===== src/boot_id_defines.svh =====
// register offsets, field positions, reset values and counts for the boot
// status and identification block; definitions only
`ifndef BOOT_ID_DEFINES_SVH
`define BOOT_ID_DEFINES_SVH

`define ADDR_W             16
`define DATA_W             32
`define OFS_PART_ID        16'h0000
`define OFS_REVISION       16'h0004
`define OFS_SOFT_RESET     16'h0020
`define OFS_BOOT_STATUS    16'h0028
`define OFS_BOOT_EVENT     16'h002c
`define OFS_PAD_CTRL       16'h0030
`define OFS_FW_BANK_EN     16'h0038
`define OFS_FW_BASE        16'h1000
`define FW_WINDOW_MSB      15
`define FW_WINDOW_LSB      9
`define FW_WINDOW_VAL      7'h08
`define BOOT_FLAG_BIT      3
`define PART_ID_MSB        23
`define REV_FULL_MSB       7
`define REV_FULL_LSB       4
`define REV_METAL_MSB      3
`define REV_METAL_LSB      0
`define SOFT_RESET_MSB     31
`define SOFT_RESET_LSB     24
`define SOFT_RESET_KEY     8'h5a
`define PAD_W              8
`define PAD_OUT_RST        8'h00
`define PAD_OE_RST         8'h00
`define PAD_OE_LSB         8
`define FW_BANKS           2
`define FW_BANK_EN_RST     2'h0
`define FW_WORDS_PER_BANK  64
`define FW_AW              7
`define TRIM_WORDS         4
`define TRIM_W             16
`define TRIM_CNT_W         3

`endif


===== src/boot_id_pkg.sv =====
// types shared by the boot status and identification block
// assumes boot_id_defines.svh sits beside it
`include "boot_id_defines.svh"

package boot_id_pkg;
	// boot sequencer states
	typedef enum logic [0:0] {
		ST_LOADING,
		ST_DONE
	} boot_state_e;

	typedef logic [`ADDR_W-1:0] addr_t; // register address
	typedef logic [`DATA_W-1:0] data_t; // register data
endpackage


===== src/fw_mem.sv =====
// firmware memory: banked single-port storage with a registered read port
// assumes the caller gates access by bank enable; no reset on the array
`timescale 1ns/1ps
`include "boot_id_defines.svh"

module fw_mem (
	input  wire logic                core_clk, // core clock
	input  wire logic                wr_en,    // write strobe
	input  wire logic                rd_en,    // read strobe
	input  wire logic [`FW_AW-1:0]   addr,     // bank and word index
	input  wire logic [`DATA_W-1:0]  wdata,    // write data
	output logic      [`DATA_W-1:0]  rdata     // registered read data
);
	// storage deliberately has no reset: contents are left as they are
	logic [`DATA_W-1:0] mem [0:`FW_BANKS*`FW_WORDS_PER_BANK-1]; // array

	// write port and registered read, both on the core clock
	always_ff @(posedge core_clk) begin
		if (wr_en) begin
			mem[addr] <= wdata;
		end
		if (rd_en) begin
			rdata <= mem[addr];
		end
	end
endmodule


===== src/boot_id_core.sv =====
// boot sequencer, boot status, soft reset, pad defaults and identification
// Summary of operation
// - boot loads trim after every reset kind
// - status bit 3 reads 0 busy, 1 done
// - boot completion drives irq pin low
// - pads return to defaults on any reset
// - hard resets never clear firmware memory
// - enabled firmware banks survive soft reset
// - address 0x0000 returns 24-bit part identifier
// - address 0x0004 returns full and metal revisions
// - writing 0x5a at 0x0020 soft resets
// - hardware reset pin holds registers at default, except the trim registers
// assumes a single core clock; hw_reset_pin_n comes straight from a pin
`timescale 1ns/1ps
`include "boot_id_defines.svh"

module boot_id_core #(
	parameter logic [23:0] PART_ID  = 24'h00a5c3, // arbitrary value
	parameter logic [3:0]  REV_FULL  = 4'h0,      // full-layer revision
	parameter logic [3:0]  REV_METAL = 4'h0       // metal-layer revision
) (
	input  wire logic                       core_clk,       // core clock
	input  wire logic                       reset_n,        // power-on reset
	input  wire logic                       hw_reset_pin_n, // reset pin
	input  wire logic                       reg_wr,         // write strobe
	input  wire logic                       reg_rd,         // read strobe
	input  wire boot_id_pkg::addr_t         reg_addr,       // byte address
	input  wire boot_id_pkg::data_t         reg_wdata,      // write data
	output boot_id_pkg::data_t              reg_rdata,      // read data
	output logic                            reg_rd_valid,   // read answer
	output logic                            irq_n,          // interrupt pin
	output logic                            boot_complete_flag, // boot done
	output logic [`TRIM_WORDS*`TRIM_W-1:0]  trim_values,    // loaded trim
	output logic [`PAD_W-1:0]               pad_out,        // pad levels
	output logic [`PAD_W-1:0]               pad_oe          // pad enables
);
	import boot_id_pkg::*;

	// factory trim table, fixed in silicon
	function automatic logic [`TRIM_W-1:0] trim_rom(
		input logic [`TRIM_CNT_W-1:0] idx
	);
		case (idx)
			3'h0:    trim_rom = 16'h1234;
			3'h1:    trim_rom = 16'h5678;
			3'h2:    trim_rom = 16'h9abc;
			default: trim_rom = 16'hdef0;
		endcase
	endfunction

	// true when an address falls in the firmware memory window
	function automatic logic is_fw(input addr_t a);
		is_fw = (a[`FW_WINDOW_MSB:`FW_WINDOW_LSB] == `FW_WINDOW_VAL);
	endfunction

	// reset pin synchroniser and agreement filter
	logic pin_s1_q, pin_s2_q, pin_s3_q; // synchroniser stages
	logic hw_rst_q, hw_rst_d;           // filtered pin reset, high = in reset

	// first stage is read only by the second; stages rest at the pin's
	// idle high level so power-on is not mistaken for a pin reset
	always_ff @(posedge core_clk or negedge reset_n) begin
		if (!reset_n) begin
			pin_s1_q <= 1'b1;
			pin_s2_q <= 1'b1;
			pin_s3_q <= 1'b1;
			hw_rst_q <= 1'b0;
		end else begin
			pin_s1_q <= hw_reset_pin_n;
			pin_s2_q <= pin_s1_q;
			pin_s3_q <= pin_s2_q;
			hw_rst_q <= hw_rst_d;
		end
	end

	// a change counts once stages two and three agree
	always_comb begin
		hw_rst_d = hw_rst_q;
		if (!pin_s2_q && !pin_s3_q) begin
			hw_rst_d = 1'b1;
		end else if (pin_s2_q && pin_s3_q) begin
			hw_rst_d = 1'b0;
		end
	end

	// soft reset request and combined control reset
	logic soft_hit;                // key written this cycle
	logic soft_rst_q;              // soft reset pulse, one cycle
	logic ctl_rst;                 // any reset besides power-on

	assign soft_hit = reg_wr && (reg_addr == `OFS_SOFT_RESET) &&
		(reg_wdata[`SOFT_RESET_MSB:`SOFT_RESET_LSB] == `SOFT_RESET_KEY);
	assign ctl_rst = hw_rst_q || soft_rst_q;

	always_ff @(posedge core_clk or negedge reset_n) begin
		if (!reset_n) begin
			soft_rst_q <= 1'b0;
		end else begin
			soft_rst_q <= soft_hit;
		end
	end

	// boot sequencer state
	boot_state_e              state_q, state_d;       // sequencer state
	logic [`TRIM_CNT_W-1:0]   cnt_q, cnt_d;           // trim word index
	logic [`TRIM_W-1:0]       trim_q [`TRIM_WORDS];   // trim registers
	logic [`TRIM_W-1:0]       trim_d [`TRIM_WORDS];
	logic                     flag_q, flag_d;         // boot complete flag
	logic                     evt_q, evt_d;           // pending boot event
	logic                     wr_evt_clr;             // write-one-clear hit

	assign wr_evt_clr = reg_wr && !soft_hit &&
		(reg_addr == `OFS_BOOT_EVENT) && reg_wdata[`BOOT_FLAG_BIT];

	// next boot values; any reset restarts the load from word zero
	always_comb begin
		state_d = state_q;
		cnt_d   = cnt_q;
		trim_d  = trim_q;
		flag_d  = flag_q;
		evt_d   = evt_q;
		if (wr_evt_clr) begin
			evt_d = 1'b0;
		end
		if (ctl_rst) begin
			state_d = ST_LOADING;
			cnt_d   = '0;
			flag_d  = 1'b0;
			evt_d   = 1'b0;
		end else begin
			case (state_q)
				ST_LOADING: begin
					trim_d[cnt_q[1:0]] = trim_rom(cnt_q);
					if (cnt_q == 3'(`TRIM_WORDS - 1)) begin
						state_d = ST_DONE;
						flag_d  = 1'b1;
						evt_d   = 1'b1;
					end else begin
						cnt_d = cnt_q + 3'd1;
					end
				end
				default: begin
					// idle until the next reset
				end
			endcase
		end
	end

	// boot registers; power-on also restarts the load
	always_ff @(posedge core_clk or negedge reset_n) begin
		if (!reset_n) begin
			state_q <= ST_LOADING;
			cnt_q   <= '0;
			flag_q  <= 1'b0;
			evt_q   <= 1'b0;
			for (int i = 0; i < `TRIM_WORDS; i++) begin
				trim_q[i] <= '0;
			end
		end else begin
			state_q <= state_d;
			cnt_q   <= cnt_d;
			flag_q  <= flag_d;
			evt_q   <= evt_d;
			trim_q  <= trim_d;
		end
	end

	// pad control and firmware bank enables
	logic [`PAD_W-1:0]    pad_out_q, pad_out_d; // pad output levels
	logic [`PAD_W-1:0]    pad_oe_q, pad_oe_d;   // pad output enables
	logic [`FW_BANKS-1:0] bank_en_q, bank_en_d; // firmware bank enables

	// bank enables ignore soft reset so enabled banks stay usable
	always_comb begin
		pad_out_d = pad_out_q;
		pad_oe_d  = pad_oe_q;
		bank_en_d = bank_en_q;
		if (reg_wr && !soft_hit && reg_addr == `OFS_PAD_CTRL) begin
			pad_out_d = reg_wdata[`PAD_W-1:0];
			pad_oe_d  = reg_wdata[`PAD_OE_LSB+`PAD_W-1:`PAD_OE_LSB];
		end else if (reg_wr && reg_addr == `OFS_FW_BANK_EN) begin
			bank_en_d = reg_wdata[`FW_BANKS-1:0];
		end
		if (ctl_rst) begin
			pad_out_d = `PAD_OUT_RST;
			pad_oe_d  = `PAD_OE_RST;
		end
		if (hw_rst_q) begin
			bank_en_d = `FW_BANK_EN_RST;
		end
	end

	always_ff @(posedge core_clk or negedge reset_n) begin
		if (!reset_n) begin
			pad_out_q <= `PAD_OUT_RST;
			pad_oe_q  <= `PAD_OE_RST;
			bank_en_q <= `FW_BANK_EN_RST;
		end else begin
			pad_out_q <= pad_out_d;
			pad_oe_q  <= pad_oe_d;
			bank_en_q <= bank_en_d;
		end
	end

	// firmware memory access, gated by the bank enable
	logic               fw_hit;   // access to an enabled bank
	logic [`FW_AW-1:0]  fw_addr;  // bank and word index
	data_t              fw_rdata; // registered memory read data

	assign fw_addr = reg_addr[`FW_AW+1:2];
	assign fw_hit  = is_fw(reg_addr) && bank_en_q[fw_addr[`FW_AW-1]];

	fw_mem u_fw_mem (
		.core_clk (core_clk),
		.wr_en    (reg_wr && fw_hit),
		.rd_en    (reg_rd && fw_hit),
		.addr     (fw_addr),
		.wdata    (reg_wdata),
		.rdata    (fw_rdata)
	);

	// register read decode; unmapped and write-only offsets read zero
	data_t rdata_q, rdata_d; // register read data
	logic  valid_q;          // read answer strobe
	logic  sel_fw_q;         // answer comes from firmware memory

	always_comb begin
		rdata_d = '0;
		if (reg_addr == `OFS_PART_ID) begin
			rdata_d[`PART_ID_MSB:0] = PART_ID;
		end else if (reg_addr == `OFS_REVISION) begin
			rdata_d[`REV_FULL_MSB:`REV_FULL_LSB]   = REV_FULL;
			rdata_d[`REV_METAL_MSB:`REV_METAL_LSB] = REV_METAL;
		end else if (reg_addr == `OFS_BOOT_STATUS) begin
			rdata_d[`BOOT_FLAG_BIT] = flag_q;
		end else if (reg_addr == `OFS_BOOT_EVENT) begin
			rdata_d[`BOOT_FLAG_BIT] = evt_q;
		end else if (reg_addr == `OFS_PAD_CTRL) begin
			rdata_d[`PAD_W-1:0] = pad_out_q;
			rdata_d[`PAD_OE_LSB+`PAD_W-1:`PAD_OE_LSB] = pad_oe_q;
		end else if (reg_addr == `OFS_FW_BANK_EN) begin
			rdata_d[`FW_BANKS-1:0] = bank_en_q;
		end
	end

	always_ff @(posedge core_clk or negedge reset_n) begin
		if (!reset_n) begin
			rdata_q  <= '0;
			valid_q  <= 1'b0;
			sel_fw_q <= 1'b0;
		end else begin
			if (reg_rd) begin
				rdata_q <= rdata_d;
			end
			valid_q  <= reg_rd;
			sel_fw_q <= reg_rd && fw_hit;
		end
	end

	// outputs; disabled banks answer zero through the register path
	assign reg_rdata          = sel_fw_q ? fw_rdata : rdata_q;
	assign reg_rd_valid       = valid_q;
	assign boot_complete_flag = flag_q;
	assign irq_n              = !evt_q;
	assign pad_out            = pad_out_q;
	assign pad_oe             = pad_oe_q;
	for (genvar g = 0; g < `TRIM_WORDS; g++) begin : g_trim
		assign trim_values[g*`TRIM_W +: `TRIM_W] = trim_q[g];
	end
endmodule


===== config.mk =====
export PLATFORM = sky130hd
export DESIGN_NAME = boot_id_core
export DESIGN_NICKNAME = d
export VERILOG_FILES = /design/src/boot_id_pkg.sv /design/src/fw_mem.sv /design/src/boot_id_core.sv
export VERILOG_INCLUDE_DIRS = /design/src
export SDC_FILE = /design/constraint.sdc
export NUM_CORES = 2
export LEC_CHECK = 0
export BUFFER_PORTS_ARGS = -buffer_cell sky130_fd_sc_hd__clkbuf_2
export CAP_MARGIN = 20
export CORE_MARGIN = 2
export CORE_UTILIZATION = 30
export CTS_BUF_LIST = sky130_fd_sc_hd__clkbuf_8 sky130_fd_sc_hd__clkbuf_16
export CTS_CLUSTER_SIZE = 30
export DETAILED_ROUTE_END_ITERATION = 10
export PLACE_DENSITY = 0.49
export SYNTH_ARGS = -nofsm -noshare
export SYNTH_HDL_FRONTEND = slang
export SYNTH_SLANG_ARGS = --single-unit

===== constraint.sdc =====
create_clock -name core_clk -period 3.8 [get_ports core_clk]
set_input_delay 0.38 -clock core_clk [delete_from_list [all_inputs] [get_ports core_clk]]
set_output_delay 0.38 -clock core_clk [all_outputs]
set_load 0.005 [all_outputs]

# Word-level counts from Yosys, hierarchy flattened
# Memory sizes are Yosys's and may differ from the RTL's. A register that Yosys moved wholly into a read port is not among the register bits.
# Cells that the tools add are included.
# W data, S select, Z words.
# totals
wordCells	114
memories	1
regBits	111
out_inout_bits	115
ramBits	4096
input_bits	53
# mem_list
name	depth	word_bits	read_ports	rd_clocked_by_memory_dff	write_ports	line	source
u_fw_mem.mem	128	32	1	1	1	fw_mem.sv:15	logic [`DATA_W-1:0] mem [0:`FW_BANKS*`FW_WORDS_PER_BANK-1];
# classes
add_sub_neg	1
n_lt_le_gt_ge	3
bitwise	3
reduce_logical	28
mux	45
eq_ne	14
# op_table
operator	n
$eq A16 B6 Y1 const B	5
$bwmux W64	1
$mux W16	4
$mux W8	6
$pmux W16 S3	1
$demux W16 S2	1
$mux W32	1
$mux W12	2
$mux W1	18
$eq A16 B3 Y1 const B	1
$logic_not A16 Y1	1
$mux W3	5
$mux W14	1
$logic_and A1 B1 Y1	13
$mux W2	5
$eq A8 B7 Y1 const B	1
$reduce_and A2 Y1	4
$reduce_bool A2 Y1	4
$eq A7 B4 Y1 const B	1
$eq A3 B2 Y1 const B	2
$ne A2 B2 Y1 const B	3
$logic_not A1 Y1	4
$add A3 B1 Y3 const B	1
$eq A3 B1 Y1 const B	1
other kinds (7)	8

# Logic depth before layout (Yosys ltp)
# logic_depth
ltp_word	11
depth_mapped	12
depth_no_buf	5

# Hierarchy
# From an unflattened synthesis, not the netlist that was laid out.
# unflattened
cells_unflattened	9319
hier_area_um2	161140.8
# modules_own_cells
mod	cells_per_inst	area_per_inst_um2	n_inst	seq_area_each_um2
fw_mem	8954	157577.4	1	123958.9
boot_id_core	365	3563.4	1	1680.4

# Least setup slack after synthesis
# Ideal clock, no wire load.
# synth_path
kind	input -> register
start	input reg_addr[2]
end	memory u_fw_mem.mem[57][0] in the netlist's numbering (enable)
path_stages	11
arrival_ps	3509
t_required_ps	3379
setup_time_ps	421
slack_ps	-130
path_buffers	8
cell_sequence	buf_2 > buf_6 > buf_6 > buf_6 > buf_6 > buf_2 > buf_2 > nor2b_1 > nand2_1 > clkbuf_1 > nor2_1
# synth_rtl
element	line	source
from (decl)	boot_id_core.sv:27	input wire boot_id_pkg::addr_t reg_addr,
to (decl)	fw_mem.sv:15	
# Straight into the memory's write port.

# Worst setup path after layout
# layout_path
start	register sel_fw_q
end	output reg_rdata[1]
# layout_via
elab_chain_cells	1
# layout_rtl
element	line	source
from (decl)	boot_id_core.sv:225	logic sel_fw_q;
from (signal assigned)	boot_id_core.sv:256	sel_fw_q <= reg_rd && fw_hit;
$mux W32	boot_id_core.sv:261	assign reg_rdata = sel_fw_q ? fw_rdata : rdata_q;
to (decl)	boot_id_core.sv:29	output boot_id_pkg::data_t reg_rdata,
# Every way passes these cells.

==> results.cfg <==
[worst_setup_path]
r2r_end = u_fw_mem.rdata[3]
reg2regPathDepth = 5
path_class = flop to output port
worst_ep_required_time_ns = 3.42
worstSetupEndpointType = output port
start_kind = flop
r2r_start = u_fw_mem.mem[93][3]
worstPathMaxFanout = 21
cp_slowest_cell = dfrtp_2
ff2ff_setup_slack_ns = 0.75
path_cells = buf_4 > mux2_2 > clkbuf_2
cp_slowest_stage_delay_ns = 0.83
worstPathArrival_ns = 2.84

[power_and_ir_drop]
p_seq_frac = 0.513
vdd_ir_drop_max_v = 0.0004414
switching_share = 0.2239
power_uw = 99530
net-switching-power_uw = 22290
power_density_mw_per_mm2 = 518.4
internal-power_uw = 77240
leakage_uw = 0.06126
power.share.clock = 0.429
combPwrFrac = 0.058

[floorplanning]
dieWidth_um = 734.6
coreArea_sq_mm = 0.5322
row_count = 268
dieHeight_um = 734.6
initial_core_util = 0.3009
io_pins = 168
die_area_sq_mm = 0.5396

[global_route]
grt_pass1_wl_mm = 717.5
antenna_found_initial = 58
grt-busiest-layer = met2
grt_max_degree = 98
grt_util_met1 = 0.2700
track_usage = 0.1907
overflow = 0
use_met3 = 0.03194
grt_pass1_vias = 83770
grtUsageMet2 = 0.3063

[sta]
fin_crit_sh = 0.8472
fmax_ghz = 0.3106
clock_skew_ns = 0.09764
maxSlewViolCount = 0
rsz0062_at_grt = false
finalCriticalPeriod_ns = 3.219
setup_tns_ns = 0
finalSetupViolCount = 0
tightest_slew_ns = 1.293
max-slew-margin-rel = 0.1380
finalHoldViolations = 0

[route]
wirelength_mm = 530.4
firstDrtPassIters = 6
num_vias = 83640
drc_errors = 0
vias_per_cell = 5.345
postRouteAntennaNets = 0
drt_iter0_markers = 11340
wire_per_inst_um = 33.90

[clocking]
numCtsBuffers = 437
cts_sinks = 4195
clk_pin_slew_ns = 0.06
post_cts_buffers = 0
cts_tree = built
clk_path_buf_depth = 4
clkLatencyLatePin_ns = 1.05
clockRootBuffer = clkbuf_16
h-tree-depth = 5

[yosys]
syn_avg_cell_area_sq_um = 21.76
synth-seq-cells = 4195
async_flop_share = 0.01597
syn_inst = 7359
netlist_area_sq_mm = 0.1601
seq_area_frac_synth = 0.7846
synth_edf_count = 4128
synthFlopType = edfxtp_1
synth_cell_types = 57
yosys_warnings = 0

[final_layout]
drive_above_1_share = 0.2960
design_area_sq_mm = 0.1920
fin_nets = 8281
num-fill-cells = 48450
final_cell_mix = 4,128 x edfxtp_1, 750 x mux4_2, 461 x mux2i_1
multi_input_area_sq_mm = 0.03316
area_delta_synth_final_pct = 19.91
regArea_sq_mm = 0.1256
final_common_cell = edfxtp_1

[worst_hold_path]
hp-start = reg_wdata[27]
hold_path.class = input pin to flop
hold-path-cell-count = 1
min_to = u_fw_mem.mem[73][27]

[placed_design]
place_congestion = 0.8291
placed_cell_area_sq_mm = 0.1772
dp_hpwl_mm = 315.7
port_buffers = 151

[job]
maxCapViolCount = 0

[run_status]
status = complete, no violations
-- cells by family after synthesis --
logic type | after synthesis | synth area share
flip-flops | 4195 | 0.7846
multiplexers | 1352 | 0.1442
AO/OA/AOI/OAI | 908 | 0.04417
buffers and inverters | 502 | 0.01544
AND/OR/NAND/NOR | 394 | 0.01099
adder cells (fa/ha/maj) | 6 | 0.0004688
other | 1 | 0.00002342
XOR/XNOR | 1 | 0.00005471
-- cells in the mapped netlist, types with 7 or more instances --
cell type,instances,area share
nor2_1,154,0.0036
and2_1,19,0.00074
buf_1,22,0.00052
o221ai_1,209,0.011
buf_4,95,0.0045
a21oi_1,99,0.0031
mux4_2,750,0.11
nand3_1,36,0.0011
a31oi_1,47,0.0018
a221oi_1,84,0.0046
a211oi_1,85,0.0040
o2111ai_1,9,0.00049
o21ai_0,34,0.0011
a22oi_1,123,0.0058
nand2_1,123,0.0029
nor2b_1,7,0.00027
dfrtp_1,64,0.010
mux2_2,141,0.0099
clkbuf_1,243,0.0057
nor3_1,10,0.00031
buf_2,110,0.0034
buf_6,12,0.00084
mux2i_1,461,0.029
a211o_1,87,0.0048
nand2b_1,9,0.00035
a22o_1,119,0.0065
or4_1,9,0.00042
edfxtp_1,4128,0.77
inv_1,18,0.00042
-- flip-flops by register name (all words and copies together), names as in the netlist --
| signal | count |
|---|---|
| soft_rst_q | 1 |
| pin_s2_q | 1 |
| boot_complete_flag | 1 |
| reg_rd_valid | 1 |
| evt_q | 1 |
| pad_out | 8 |
| rdata_q | 16 |
| sel_fw_q | 1 |
| u_fw_mem.mem | 4096 |
| cnt_q | 3 |
| trim_values | 20 |
| u_fw_mem.rdata | 32 |
| bank_en_q | 2 |
| state_q | 1 |
| pin_s3_q | 1 |
| pin_s1_q | 1 |
| hw_rst_q | 1 |
| pad_oe | 8 |
-- area by class of cell --
| type | count | share of cell area |
|---|---|---|
| clock buffers | 446 | 0.05789 |
| diodes | 32 | 0.0004171 |
| multi-input cells | 2677 | 0.1727 |
| repair buffers | 892 | 0.05206 |
| inverters | 19 | 0.0003975 |
| flip-flops and latches | 4195 | 0.6544 |
| clock inverters | 365 | 0.01642 |
| well taps | 7020 | 0.04575 |
-- power by group through the flow --
stage	combinational [uW]	sequential [uW]	clock, uW
detailed placement	5760	52000	0
global placement	5690	52000	0
floorplan	2590	52000	0
CTS	5810	51000	43500
finish	5780	51000	42700
global route	6050	51000	45200
-- per-layer routing --
metal / vias up / share of wire
met3: 618 / 0.080
met2: 3790 / 0.47
met4: 10 / 0.026
li1: 33120 / -
met5: - / 0.00014
met1: 46090 / 0.42
-- repair_timing --
action / CTS / global route
endpoints found under the setup margin: 0 / 0
hold buffers: 37 / 2
gates resized for setup: 0 / 0
endpoints found under the hold margin: 722 / 45
-- worst max-delay path by stage --
stage	start	endpoint	slack, ns	cells after the start
CTS	sel_fw_q	reg_rdata[0]	0.57	3
detailed placement	reg_addr[2]	u_fw_mem.rdata[20]	-0.1	11
floorplan	reg_addr[2]	u_fw_mem.mem[57][0]	-0.13	11
finish	sel_fw_q	reg_rdata[1]	0.58	3
global route	sel_fw_q	reg_rdata[5]	0.56	4
global placement	reg_addr[2]	u_fw_mem.rdata[22]	-0.06	11
-- critical path: cells and delay by family, from the launching register on --
kind / cells / cell delay [ns]
flip-flops: 1 / 0.83
buffers and inverters: 2 / 0.55
multiplexers: 1 / 0.42
-- stage by stage --
stage | cells | hold WS [ns] | setup slack, ns | util
after floorplan | 7374 | 0.08441 | -0.1302 | -
after global placement | 14760 | 0.3527 | -0.06022 | 0.3329
after detailed placement | 14760 | 0.3491 | -0.09780 | 0.3330
after CTS | 15610 | 0.002567 | 0.5738 | 0.3605
after global routing | 15630 | 0.02125 | 0.5624 | 0.3607
final | 15650 | 0.02551 | 0.5806 | 0.3608
(Power assumes the default switching activity.)
